File: config.mk
export PLATFORM = sky130hd
export DESIGN_NAME = bca_bus_cycle_ack_control
export DESIGN_NICKNAME = d
export VERILOG_FILES = /design/src/bca_pkg.sv /design/src/bca_cyc_if.sv /design/src/bca_bus_cycle_ack_control.sv /design/src/bca_cycle_timer.sv /design/src/bca_irq_encoder.sv
export SDC_FILE = /design/constraint.sdc
export NUM_CORES = 1
export LEC_CHECK = 0
export BUFFER_PORTS_ARGS = -buffer_cell sky130_fd_sc_hd__buf_2
export CORE_ASPECT_RATIO = 0.7
export CORE_MARGIN = 3
export CORE_UTILIZATION = 60
export CTS_CLUSTER_DIAMETER = 40
export DETAILED_ROUTE_END_ITERATION = 8
export GPL_ROUTABILITY_DRIVEN = 0
export GPL_TIMING_DRIVEN = 1
export PLACE_DENSITY = 0.84
export SLEW_MARGIN = 30
export SYNTH_ARGS = -nofsm -noshare
export SYNTH_HDL_FRONTEND = slang
export SYNTH_SLANG_ARGS = --single-unit
File: constraint.sdc
create_clock -name sys_clk -period 5.02 [get_ports sys_clk]
set_input_delay 1.004 -clock sys_clk [delete_from_list [all_inputs] [get_ports sys_clk]]
set_output_delay 1.004 -clock sys_clk [all_outputs]
set_load 0.02 [all_outputs]
File: src/bca_pkg.sv
// Shared constants and types of the bus-cycle acknowledge controller
package bca_pkg;
    localparam int SYS_CLK_MHZ     = 200;
    localparam int BP_CLK_MHZ      = 16;
    localparam int CPU_CLK_MHZ     = BP_CLK_MHZ / 2;
    // Longest cycle before bus error, rounded down to whole cycles
    localparam int BERR_TIME_US    = 16;
    localparam int BERR_CYCLES     = BERR_TIME_US * SYS_CLK_MHZ;
    localparam int BERR_W          = 12;
    // Indicator stretch time and counter width
    localparam int LED_STRETCH_MS  = 50;
    localparam int LED_STRETCH_DEF = LED_STRETCH_MS * 1000 * SYS_CLK_MHZ;
    localparam int LED_W           = 24;
    localparam int LED_CHANNELS    = 2;
    // Wait-state jumper width and the fitted setting
    localparam int WAIT_W          = 3;
    localparam logic [WAIT_W-1:0] WAIT_FITTED = 3'h4;
    // Interrupt levels
    localparam int IRQ_LEVELS      = 7;
    localparam int LVL_SYS_LOW     = 1;
    localparam int LVL_USER_LOW    = 2;
    localparam int LVL_USER_MID    = 3;
    localparam int LVL_USER_HIGH   = 4;
    localparam int LVL_SYS_FIRST   = 5;
    localparam int TRIG_LINES      = 8;
    localparam int DATA_W          = 16;
    localparam int ADDR_LO_W       = 15;

    typedef enum logic [3:0] {
        ST_IDLE = 4'h1,
        ST_WAIT = 4'h2,
        ST_ACK  = 4'h4,
        ST_BERR = 4'h8
    } bca_cyc_e;
endpackage
File: src/bca_cyc_if.sv
// Cycle timing signals between the cycle controller and its timer
`timescale 1ns/1ps
interface bca_cyc_if import bca_pkg::*; ();
    logic              start;
    logic              active;
    logic              cpu_edge;
    logic              ack_seen;
    logic [WAIT_W-1:0] wait_target;
    logic              wait_done;
    logic              timeout;

    modport ctrl  (output start, active, cpu_edge, ack_seen, wait_target, input wait_done, timeout);
    modport timer (input start, active, cpu_edge, ack_seen, wait_target, output wait_done, timeout);
endinterface

File: src/bca_bus_cycle_ack_control.sv
// Processor bus-cycle control: acknowledge, bus error, triggers, interrupts, latching
`timescale 1ns/1ps
// How it works
// - I/O cycles get wait states before acknowledge
// - Count processor clocks, hold acknowledge until reached
// - Jumper selects wait count, fitted as four
// - ROM and RAM acknowledged at once
// - Acknowledge only pulls shared line active
// - Trigger port reads eight trigger lines
// - Trigger from backplane lines or front input
// - Separate upper and lower byte write strobes
// - Analog interrupts pass through removable jumpers
// - Seven autovectored levels presented to processor
// - Three user levels, higher number wins
// - Processor clock is backplane clock halved
// - Bus error after 16 us unacknowledged
// - Backplane address latched inbound, passed outbound
// - Processor data word drives upper address
// - Transceiver direction and enable from bus activity
// - Stretch address-space access pulses for indicators
// - Deselect battery RAM bank on power loss
module bca_bus_cycle_ack_control import bca_pkg::*; #(
    parameter int LED_STRETCH_CYCLES = LED_STRETCH_DEF
) (
    // Clock and reset
    input  wire logic                    sys_clk,
    input  wire logic                    reset,
    // Backplane clock in, processor clock out
    input  wire logic                    bp_clk_16m,
    output logic                         cpu_clk,
    // Processor cycle
    input  wire logic                    cpu_as_n,
    input  wire logic                    cpu_rw,
    input  wire logic                    cpu_uds_n,
    input  wire logic                    cpu_lds_n,
    input  wire logic                    io_sel,
    input  wire logic                    mem_sel,
    input  wire logic                    trigger_port_select,
    input  wire logic                    a32_hi_sel,
    input  wire logic [WAIT_W-1:0]       wait_count_jumper,
    input  wire logic [DATA_W-1:0]       cpu_data_i,
    output logic      [DATA_W-1:0]       cpu_data_o,
    output logic                         cpu_data_oe,
    // Transfer acknowledge line and bus error
    input  wire logic                    dtack_n_i,
    output logic                         dtack_n_o,
    output logic                         dtack_n_oe,
    output logic                         berr_n,
    // Byte write strobes
    output logic                         wr_hi_n,
    output logic                         wr_lo_n,
    // Triggers
    input  wire logic [TRIG_LINES-1:0]   ttl_trig,
    input  wire logic                    front_trig,
    output logic                         meas_trigger,
    // Interrupts
    input  wire logic [2:0]              analog_irq,
    input  wire logic [2:0]              irq_route_jumpers,
    input  wire logic                    user_irq_level_high,
    input  wire logic                    user_irq_level_mid,
    input  wire logic                    user_irq_level_low,
    input  wire logic [3:0]              sys_irq,
    output logic      [2:0]              ipl_n,
    // Backplane and shared bus
    input  wire logic                    bp_as_n,
    input  wire logic [ADDR_LO_W-1:0]    bp_addr_i,
    input  wire logic [ADDR_LO_W-1:0]    sh_addr_i,
    output logic      [ADDR_LO_W-1:0]    sh_addr_o,
    output logic      [ADDR_LO_W-1:0]    bp_addr_o,
    output logic      [DATA_W-1:0]       bp_addr_hi,
    output logic                         xcvr_dir,
    output logic                         xcvr_en_n,
    // Access indicators
    input  wire logic                    a16_access,
    input  wire logic                    a24_access,
    output logic                         led_a16,
    output logic                         led_a24,
    // Power
    input  wire logic                    power_good,
    input  wire logic                    ram1_req,
    output logic                         ram1_cs_n
);
    localparam int SYNC_W = 86;

    // Every pin input is resynchronised from its idle level, so no false edge follows reset
    localparam logic [SYNC_W-1:0] SYNC_IDLE = {9'h1e1, 26'h000_0000, 1'h1, 50'h0_0000_0000_0000};
    logic [SYNC_W-1:0]     sync1_ff;
    logic [SYNC_W-1:0]     sync2_ff;
    logic                  as_n_s;
    logic                  rw_s;
    logic                  uds_n_s;
    logic                  lds_n_s;
    logic                  io_s;
    logic                  mem_s;
    logic                  trig_sel_s;
    logic                  a32_sel_s;
    logic                  dtack_n_s;
    logic [WAIT_W-1:0]     wait_j_s;
    logic [TRIG_LINES-1:0] ttl_s;
    logic                  front_s;
    logic                  bp_clk_s;
    logic [2:0]            analog_s;
    logic [2:0]            route_s;
    logic [2:0]            user_s;
    logic [3:0]            sys_s;
    logic                  bp_as_n_s;
    logic [ADDR_LO_W-1:0]  bp_addr_s;
    logic [ADDR_LO_W-1:0]  sh_addr_s;
    logic [1:0]            acc_s;
    logic                  pwr_s;
    logic                  ram1_s;
    logic [DATA_W-1:0]     data_s;

    always_ff @(posedge sys_clk) begin
        if (reset) begin
            sync1_ff <= SYNC_IDLE;
            sync2_ff <= SYNC_IDLE;
        end else begin
            sync1_ff <= {cpu_as_n, cpu_rw, cpu_uds_n, cpu_lds_n, io_sel, mem_sel, trigger_port_select,
                         a32_hi_sel, dtack_n_i, wait_count_jumper, ttl_trig, front_trig, bp_clk_16m,
                         analog_irq, irq_route_jumpers, user_irq_level_high, user_irq_level_mid,
                         user_irq_level_low, sys_irq, bp_as_n, bp_addr_i, sh_addr_i, a24_access,
                         a16_access, power_good, ram1_req, cpu_data_i};
            sync2_ff <= sync1_ff;
        end
    end

    assign {as_n_s, rw_s, uds_n_s, lds_n_s, io_s, mem_s, trig_sel_s, a32_sel_s, dtack_n_s, wait_j_s,
            ttl_s, front_s, bp_clk_s, analog_s, route_s, user_s, sys_s, bp_as_n_s, bp_addr_s,
            sh_addr_s, acc_s, pwr_s, ram1_s, data_s} = sync2_ff;

    // Internal state
    bca_cyc_e              state_ff;
    bca_cyc_e              nxt_state;
    logic                  io_ff;
    logic                  nxt_io;
    logic                  a32_ff;
    logic                  nxt_a32;
    logic                  bp_prev_ff;
    logic                  cpu_clk_ff;
    logic                  nxt_cpu_clk;
    logic                  bp_rise;
    logic                  as_act;
    logic                  bp_as_act;
    logic                  bp_as_prev_ff;
    logic                  trig_any_prev_ff;
    logic                  trig_any;
    logic [IRQ_LEVELS-1:0] irq_req;
    logic                  io_wr;
    logic                  trig_rd;
    bca_cyc_if             cyc ();

    assign as_act    = !as_n_s;
    assign bp_as_act = !bp_as_n_s;

    assign bp_rise     = bp_clk_s && !bp_prev_ff;
    assign nxt_cpu_clk = bp_rise ? !cpu_clk_ff : cpu_clk_ff;

    // Cycle controller
    always_comb begin
        nxt_state = state_ff;
        nxt_io    = io_ff;
        nxt_a32   = a32_ff;
        unique case (state_ff)
            ST_IDLE: begin
                if (as_act) begin
                    nxt_io    = (io_s || trig_sel_s || a32_sel_s) && !mem_s;
                    nxt_a32   = a32_sel_s && !mem_s;
                    nxt_state = mem_s ? ST_ACK : ST_WAIT;
                end
            end
            ST_WAIT: begin
                if (!as_act) begin
                    nxt_state = ST_IDLE;
                end else if (cyc.timeout) begin
                    nxt_state = ST_BERR;
                end else if (io_ff && cyc.wait_done) begin
                    nxt_state = ST_ACK;
                end
            end
            ST_ACK, ST_BERR: begin
                if (!as_act) begin
                    nxt_state = ST_IDLE;
                end
            end
            default: begin
                nxt_state = ST_IDLE;
            end
        endcase
    end

    // Timer hookup; another responder's acknowledge also stops the watchdog
    assign cyc.start       = (state_ff == ST_IDLE) && as_act;
    assign cyc.active      = (state_ff == ST_WAIT);
    assign cyc.cpu_edge    = bp_rise && !cpu_clk_ff;
    assign cyc.ack_seen    = !dtack_n_s;
    assign cyc.wait_target = wait_j_s;

    bca_cycle_timer u_timer (
        .sys_clk (sys_clk),
        .reset   (reset),
        .cyc     (cyc)
    );

    always_comb begin
        irq_req                    = '0;
        irq_req[LVL_SYS_LOW-1]     = sys_s[0];
        irq_req[LVL_USER_LOW-1]    = user_s[0] || (analog_s[0] && route_s[0]);
        irq_req[LVL_USER_MID-1]    = user_s[1] || (analog_s[1] && route_s[1]);
        irq_req[LVL_USER_HIGH-1]   = user_s[2] || (analog_s[2] && route_s[2]);
        irq_req[LVL_SYS_FIRST-1]   = sys_s[1];
        irq_req[LVL_SYS_FIRST]     = sys_s[2];
        irq_req[LVL_SYS_FIRST+1]   = sys_s[3];
    end

    bca_irq_encoder u_irq (
        .sys_clk (sys_clk),
        .reset   (reset),
        .req     (irq_req),
        .ipl_n   (ipl_n)
    );

    assign io_wr    = io_ff && (state_ff == ST_WAIT || state_ff == ST_ACK) && as_act && !rw_s;
    assign trig_rd  = as_act && rw_s && trig_sel_s && !mem_s;
    assign trig_any = (|ttl_s) || front_s;

    always_ff @(posedge sys_clk) begin
        if (reset) begin
            state_ff         <= ST_IDLE;
            io_ff            <= 1'b0;
            a32_ff           <= 1'b0;
            bp_prev_ff       <= 1'b0;
            cpu_clk_ff       <= 1'b0;
            bp_as_prev_ff    <= 1'b0;
            trig_any_prev_ff <= 1'b0;
            dtack_n_oe       <= 1'b0;
            berr_n           <= 1'b1;
            wr_hi_n          <= 1'b1;
            wr_lo_n          <= 1'b1;
            cpu_data_o       <= '0;
            cpu_data_oe      <= 1'b0;
            meas_trigger     <= 1'b0;
            sh_addr_o        <= '0;
            bp_addr_o        <= '0;
            bp_addr_hi       <= '0;
            xcvr_dir         <= 1'b0;
            xcvr_en_n        <= 1'b1;
            ram1_cs_n        <= 1'b1;
        end else begin
            state_ff         <= nxt_state;
            io_ff            <= nxt_io;
            a32_ff           <= nxt_a32;
            bp_prev_ff       <= bp_clk_s;
            cpu_clk_ff       <= nxt_cpu_clk;
            bp_as_prev_ff    <= bp_as_act;
            trig_any_prev_ff <= trig_any;
            dtack_n_oe       <= (nxt_state == ST_ACK);
            berr_n           <= (nxt_state != ST_BERR);
            wr_hi_n          <= !(io_wr && !uds_n_s);
            wr_lo_n          <= !(io_wr && !lds_n_s);
            cpu_data_oe      <= trig_rd;
            cpu_data_o       <= {{(DATA_W-TRIG_LINES){1'b0}}, ttl_s};
            meas_trigger     <= trig_any && !trig_any_prev_ff;
            if (bp_as_act && !bp_as_prev_ff) begin
                sh_addr_o <= bp_addr_s;
            end
            bp_addr_o        <= sh_addr_s;
            if (a32_ff && !rw_s && state_ff == ST_WAIT && nxt_state == ST_ACK) begin
                bp_addr_hi <= data_s;
            end
            xcvr_dir         <= bp_as_act;
            xcvr_en_n        <= !(bp_as_act || as_act);
            ram1_cs_n        <= !(ram1_s && pwr_s);
        end
    end

    assign cpu_clk   = cpu_clk_ff;
    assign dtack_n_o = 1'b0;

    logic [LED_CHANNELS-1:0] acc_prev_ff;
    logic [LED_CHANNELS-1:0] lit;

    always_ff @(posedge sys_clk) begin
        if (reset) begin
            acc_prev_ff <= '0;
        end else begin
            acc_prev_ff <= acc_s;
        end
    end

    for (genvar g = 0; g < LED_CHANNELS; g++) begin : g_led
        logic [LED_W-1:0] cnt_ff;
        logic [LED_W-1:0] nxt_cnt;
        logic             lit_ff;

        always_comb begin
            nxt_cnt = cnt_ff;
            if (acc_s[g] && !acc_prev_ff[g]) begin
                nxt_cnt = LED_W'(LED_STRETCH_CYCLES);
            end else if (cnt_ff != '0) begin
                nxt_cnt = cnt_ff - 1'b1;
            end
        end

        always_ff @(posedge sys_clk) begin
            if (reset) begin
                cnt_ff <= '0;
                lit_ff <= 1'b0;
            end else begin
                cnt_ff <= nxt_cnt;
                lit_ff <= (nxt_cnt != '0);
            end
        end

        assign lit[g] = lit_ff;
    end

    assign led_a16 = lit[0];
    assign led_a24 = lit[1];
endmodule

File: src/bca_cycle_timer.sv
// Wait-state counter and bus error timer for one processor cycle
`timescale 1ns/1ps
module bca_cycle_timer import bca_pkg::*; (
    // Clock and reset
    input wire logic sys_clk,
    input wire logic reset,
    // Cycle timing
    bca_cyc_if.timer cyc
);
    logic [WAIT_W-1:0] wait_ff;
    logic [WAIT_W-1:0] nxt_wait;
    logic [BERR_W-1:0] tmo_ff;
    logic [BERR_W-1:0] nxt_tmo;

    always_comb begin
        nxt_wait = wait_ff;
        nxt_tmo  = tmo_ff;
        if (cyc.start) begin
            nxt_wait = '0;
            nxt_tmo  = '0;
        end else if (cyc.active) begin
            if (cyc.cpu_edge && !cyc.wait_done) begin
                nxt_wait = wait_ff + 1'b1;
            end
            if (!cyc.ack_seen && !cyc.timeout) begin
                nxt_tmo = tmo_ff + 1'b1;
            end
        end
    end

    always_ff @(posedge sys_clk) begin
        if (reset) begin
            wait_ff <= '0;
            tmo_ff  <= '0;
        end else begin
            wait_ff <= nxt_wait;
            tmo_ff  <= nxt_tmo;
        end
    end

    assign cyc.wait_done = (wait_ff >= cyc.wait_target);
    assign cyc.timeout   = (tmo_ff == BERR_W'(BERR_CYCLES - 1));
endmodule

File: src/bca_irq_encoder.sv
// Priority encoder of seven autovectored interrupt levels
`timescale 1ns/1ps
module bca_irq_encoder import bca_pkg::*; (
    // Clock and reset
    input  wire logic                  sys_clk,
    input  wire logic                  reset,
    // Requests, bit 0 is level 1
    input  wire logic [IRQ_LEVELS-1:0] req,
    // Encoded level, active low
    output logic      [2:0]            ipl_n
);
    logic [2:0] lvl;
    logic [2:0] nxt_ipl_n;

    always_comb begin
        lvl = '0;
        for (int i = 0; i < IRQ_LEVELS; i++) begin
            if (req[i]) begin
                lvl = 3'(i + 1);
            end
        end
        nxt_ipl_n = ~lvl;
    end

    always_ff @(posedge sys_clk) begin
        if (reset) begin
            ipl_n <= '1;
        end else begin
            ipl_n <= nxt_ipl_n;
        end
    end
endmodule

==> impl_results.md, run 1 <==
- Nets: between 1,000 and 1,500
- Sequential area share after synthesis: 0.587
- Post-synth EDFFs: 0
- Worst IR Drop VDD: 0.000303 V
- Setup ws final: ~2 ns
- Num CTS Buffers: 28
- DP HPWL: 14.2 mm
- Worst-path clk slew: about 0.060 ns
- Die height: 118 microns
- CTS tree: yes
- # rows: 40
- IO buf count: 156
- Commonest non-fill, non-tap cell in the layout: dfxtp_1
- Post-CTS Resized: 0
- Peak Freq: roughly 340 MHz
- I/O pin total: 166
- Layout cell share with drive strength beyond 1: 0.196
- GRT Util Overall: 0.207
- Endpoint class of the critical path: register
- DR vias: around 7,400
- Routed wire length: 21.0 mm
- Mapped cell area: 10,700 sq um
- Largest net degree at the start of global routing: 103
- Global-route wire length before repair: ~34 mm
- Total clock sinks: around 310
- Cells after DPL: 1,397
- Crit path DAT: ~3.4 ns
- Post-route ant nets: 0
- Hold buffers post-CTS: 0
- Ys async rst share: 0
- Synth Flop Type: dfxtp_1
- Static Leak: 5.21 nW
- Distinct cells, synth: 59
- Vias per cell: 5.12
- Overall Power: ~6.9 mW
- Clk buf depth: 3
- N_diodes: 0
- Wire length per cell: between 10 and 15 microns
- Final setup violation count: 0
- Worst Path Buf+Inv: 1
- H-tree level count: 1
- RSZ-0062 raised after global routing: false
- Die width: 166 microns
- CP required: 5.40 ns
- Starting DRT DRC Count: 404
- Final count of hold timing violations: 0
- Final-report max-slew violation count: 0
- Fraction of the cycle the final worst path needs: 0.594
- Most frequent cells in the layout: dfxtp_1, nor2b_1, buf_2
- Remaining DRCs: 0
- Clock Latency Late Sink: about 0.55 ns
- Setup TNS: 0 ns
- # Post-CTS Setup Buffers: 0
- Min cycle time layout: 2.98 ns
- Critical path startpoint category: register
- Number of antenna violations at the first check in global routing: 4
- Die area: 19,500 sq um
- Max-cap viol count: 0
- Mapped Cells: 1,056
- Root Driver: clkbuf_16
- Initial DRT Pass Iterations: 5
- Setup Crit Path Kind: reg2reg
- PD cells: 551 nW/um^2
- Number of global-route vias before repair: 6,776
- Hold WS: roughly 0.38 ns
- Synthesis-to-finish area growth: 17.7%
- Post-Syn Area per Cell: ~10 sq um
- Initial Util: 0.618
- Worst path max stage delay: 0.50 ns
- Synthesis warning total: 0
- Final Non-Filler Cells: around 1,400
- Critical-path maximum fanout: 8
- Register bit count reported by yosys: 314
- GRT overflow: 0
- Delay-heaviest family, CP: simple AND/OR/NAND/NOR gates
- Status: finished clean
- CP cell instances: inv_1 -> ha_1 -> or4b_1 -> or3_1 -> or2_1 -> mux2i_1 -> nor4bb_1 -> and4b_1 -> a41oi_1
- Core area: 17,300 sq um
- Post-Place Setup Slack: between 2 and 2.5 ns
- Max_slew headroom: 0.508
- Hold Path Class: reg2reg
- Layout Skew: 0.0138 ns
- Tightest Pin Transition: between 0.7 and 0.8 ns
- CP max-delay cell: or4b_1
==> routing by layer <==
metal | routed length (microns) | track usage
met4 | 454 | 0.0525
met2 | 9040 | 0.315
met5 | 40 | 0
met3 | 1880 | 0.0715
met1 | 9580 | 0.286
==> cell families after synthesis <==
kind of cell | after synthesis | synth area share
mux | 23 | 0.0216
compound gates | 93 | 0.0520
simple gates | 497 | 0.260
fa+ha+maj | 9 | 0.0105
buf+inv | 71 | 0.0286
flops | 314 | 0.587
other cells | 1 | 0.000350
xor+xnor | 48 | 0.0393
==> area by class of cell <==
class                           instances  area, sq um
Sequential cell                       314         6290
Fill cell                            1287         4720
Multi-Input combinational cell        679         4150
Timing Repair Buffer                  160          827
Clock buffer                           39          812
Tap cell                              231          289
Clock inverter                         13          184
Inverter                               13         48.8
==> report_power, final <==
part	switching, mW	internal [mW]	total (mW)
logic	1.02	0.743	1.76
clock network	0.919	1.30	2.22
registers	0.230	2.74	2.97
==> final timing paths <==
kind / slack, ns / to / cells past startpoint / start
worst max-delay path: 2.04 / led_a16 / 9 / g_led[0].cnt_ff[0]
worst min-delay path: 0.38 / ram1_cs_n / 1 / sync2_ff[17]
worst max register to register: 2.04 / led_a16 / 9 / g_led[0].cnt_ff[0]
worst min register to register: 0.38 / ram1_cs_n / 1 / sync2_ff[17]
==> through the flow <==
step / util / cell area [sq um]
6_report: 0.727 / 12600
5_1_grt: 0.727 / 12600
4_1_cts: 0.727 / 12600
3_5_place_dp: 0.669 / 11600
3_3_place_gp: 0.669 / 11600
2_1_floorplan: - / 10700
==> cell usage after synthesis, types with 7 or more instances <==
master,n,area share
ha_1,9,0.011
mux2i_1,22,0.021
xnor2_1,24,0.020
nand4_1,8,0.0047
nor3_1,22,0.010
xor2_1,24,0.020
nand3_1,14,0.0065
nand2b_1,7,0.0041
nor2b_1,193,0.11
dfxtp_1,314,0.59
or2_2,16,0.0094
and3_1,11,0.0064
nor4_1,12,0.0070
or3_1,10,0.0058
nor2_1,94,0.033
clkbuf_1,42,0.015
a21oi_1,49,0.023
o21ai_0,11,0.0051
buf_4,9,0.0063
nand2_1,67,0.024
inv_1,13,0.0046
==> flip-flops by register name, summed over array words and instances (netlist names), 2 cells and up <==
| register | count |
|---|---|
| acc_prev_ff | 2 |
| bp_addr_hi | 16 |
| bp_addr_o | 15 |
| cpu_data_o | 8 |
| g_led.cnt_ff | 48 |
| sh_addr_o | 15 |
| state_ff | 4 |
| sync1_ff | 86 |
| sync2_ff | 86 |
| u_irq.ipl_n | 3 |
| u_timer.tmo_ff | 12 |
| u_timer.wait_ff | 3 |
(Power assumes the default switching activity.)
==> run 2, diff against run 1 <==
--- a/config.mk
+++ b/config.mk
@@ -8,12 +8,12 @@
 export BUFFER_PORTS_ARGS = -buffer_cell sky130_fd_sc_hd__buf_2
 export CORE_ASPECT_RATIO = 0.7
 export CORE_MARGIN = 3
-export CORE_UTILIZATION = 60
+export CORE_UTILIZATION = 50
 export CTS_CLUSTER_DIAMETER = 40
 export DETAILED_ROUTE_END_ITERATION = 8
 export GPL_ROUTABILITY_DRIVEN = 0
 export GPL_TIMING_DRIVEN = 1
-export PLACE_DENSITY = 0.84
+export PLACE_DENSITY = 0.74
 export SLEW_MARGIN = 30
 export SYNTH_ARGS = -nofsm -noshare
 export SYNTH_HDL_FRONTEND = slang
==> constraint.sdc (replaced) <==
create_clock -name sys_clk -period 2.6 [get_ports sys_clk]
set_input_delay 0.52 -clock sys_clk [delete_from_list [all_inputs] [get_ports sys_clk]]
set_output_delay 0.52 -clock sys_clk [all_outputs]
set_load 0.02 [all_outputs]
==> impl_results.md, run 2 (same netlist as run 1, synthesis figures left out) <==
- Status: finished, violations left
- Failing checks: negative setup slack
- Routed wire length: 22.1 mm (+5.0%)
- DR vias: 7,579 (+2.2%)
- Regs by FF count: sync1_ff x86, sync2_ff x86, g_led.cnt_ff x48
- Endpoint class of the critical path: register
- Most frequent cells in the layout: dfxtp_1, nor2b_1, buf_2
- Nets: 1,346 (+4.1%)
- Layout Skew: 0.0155 ns (+0.00169 ns)
- Critical-path maximum fanout: 4 (-4)
- Die width: 181 microns (+9.2%)
- Final-report max-slew violation count: 0 (unchanged)
- Post-place instance area: 12,000 sq um (+3.4%)
- Setup TNS: -0.0454 ns (-0.0454 ns)
- Starting DRT DRC Count: 450 (+11%)
- RSZ-0062 raised after global routing: true
- Worst-path clk slew: 0.06 ns (about the same)
- Fraction of the cycle the final worst path needs: 1.02 (+0.424)
- Static Leak: 5.59 nW (+7.2%)
- M1 WL: 10.4 mm (+8.7%)
- Crit path DAT: 2.99 ns (-0.37 ns)
- Met3 WL: 2.11 mm (+12%)
- Wire length per cell: 14.2 microns (-1.9%)
- R2r endpoint: led_a24
- Die height: 128 microns (+9.1%)
- Peak Freq: 378 MHz (+13%)
- Hold Path Class: in2reg
- Clk buf depth: 3 (unchanged)
- Clock Latency Late Sink: 0.51 ns (-0.04 ns)
- Critical path startpoint category: register
- DP HPWL: 14.6 mm (+2.9%)
- Post-route ant nets: 0 (unchanged)
- Core area: 20,900 sq um (+20%)
- Total clock sinks: 314 (unchanged)
- Hold_sp: cpu_lds_n
- Reg2Reg Setup Slack: -0.05 ns (-2.08 ns)
- IO buf count: 156 (unchanged)
- Commonest non-fill, non-tap cell in the layout: dfxtp_1
- R2r worst-path depth: 8 (-1)
- I/O pin total: 166 (unchanged)
- Largest net degree at the start of global routing: 178 (+73%)
- Die area: 23,200 sq um (+19%)
- Hold buffers post-CTS: 0 (unchanged)
- H-tree level count: 2 (+1)
- Root Driver: clkbuf_16
- Global-route wire length before repair: 35.2 mm (+3.9%)
- GRT Util Overall: 0.183 (-0.0241)
- Final count of hold timing violations: 0 (unchanged)
- Max-cap viol count: 0 (unchanged)
- WHS Path Cells: 2 (+1)
- CP required: 2.94 ns (-2.46 ns)
- Tightest Pin Transition: 0.821 ns (+0.0902 ns)
- Overall Power: 15.3 mW (+120%)
- WL met2: 9.02 mm (-0.14%)
- Top sig layer: met5
- Final setup violation count: 1 (+1)
- Num CTS Buffers: 35 (+25%)
- Min cycle time layout: 2.65 ns (-0.335 ns)
- Initial Util: 0.513 (-0.105)
- Worst hold path endpoint: sync1_ff[82]
- Remaining DRCs: 0 (unchanged)
- Max_slew headroom: 0.452 (-0.0557)
- GRT overflow: 0 (unchanged)
- R2R Path Start: g_led[1].cnt_ff[2]
- Number of antenna violations at the first check in global routing: 3 (-1)
- CTS tree: yes
- Setup Crit Path Kind: reg2reg
- Layout cell share with drive strength beyond 1: 0.249 (+0.0524)
- Setup ws final: -0.0454 ns (-2.08 ns)
- N_diodes: 0 (unchanged)
- Final Instance Area: 13,400 sq um (+6.1%)
- Worst IR Drop VDD: 0.000701 V (+130%)
- # rows: 44 (+10%)
- Synthesis-to-finish area growth: 24.9%
- Initial DRT Pass Iterations: 4 (-1)
- Vias per cell: 4.89 (-4.5%)
- PD cells: 1140 nW/um^2 (+110%)
- Number of global-route vias before repair: 7,162 (+5.7%)
==> run 2: metal layers <==
| metal | GRT usage | up-vias |
|---|---|---|
| met5 | 0 | - |
| met4 | 0.0541 | 6 |
| met3 | 0.0783 | 47 |
| met2 | 0.266 | 233 |
| met1 | 0.250 | 3432 |
| li1 | - | 3861 |
==> run 2: worst max-delay path by stage <==
stage / start / slack, ns / endpoint
finish: g_led[1].cnt_ff[2] / -0.05 / led_a24
floorplan: g_led[1].cnt_ff[2] / 0.007 / led_a24
global placement: g_led[1].cnt_ff[10] / -0.05 / led_a24
CTS: g_led[1].cnt_ff[2] / -0.02 / led_a24
detailed placement: g_led[1].cnt_ff[10] / -0.13 / led_a24
global route: g_led[1].cnt_ff[2] / -0.11 / led_a24
==> run 2: power by group <==
part | switching (mW) | leakage (nW) | internal [mW]
sequential | 0.421 | 2.58 | 5.29
clock | 1.96 | 0.594 | 3.05
combinational | 2.36 | 2.41 | 2.21
total | 4.74 | 5.59 | 10.5
==> run 2: what timing repair did <==
action / 4_1_cts / 5_1_grt
gates resized for setup: 14 / 14
endpoints found under the setup margin: 2 / 2
setup buffers: 5 / 0
pin swaps: 10 / 5
==> run 2: layout make-up <==
cell class | instances | area [sq um]
Clock inverter | 19 | 249
Sequential cell | 314 | 6290
Tap cell | 276 | 345
Multi-Input combinational cell | 679 | 4290
Inverter | 13 | 48.8
Clock buffer | 44 | 951
Fill cell | 1676 | 7500
Timing Repair Buffer | 206 | 1180
==> run 2: metrics by stage <==
| stage | cells | hold WS (ns) | util | setup WS (ns) |
|---|---|---|---|---|
| global placement | 1483 | 0.370 | 0.574 | -0.0547 |
| finish | 1551 | 0.214 | 0.640 | -0.0454 |
| detailed placement | 1483 | 0.374 | 0.574 | -0.134 |
| floorplan | 1064 | 0.353 | - | 0.00725 |
| CTS | 1551 | 0.191 | 0.638 | -0.0153 |
| global route | 1551 | 0.202 | 0.640 | -0.110 |
==> run 2: worst max-delay path: stages (launching register included) <==
cell and delay [ns]:
dfxtp_2 0.32, or4_4 0.54, or3_4 0.44, nor4_4 0.34
buf_4 0.19, nand3b_4 0.11, and3_4 0.21, o32ai_2 0.21
a41oi_2 0.15
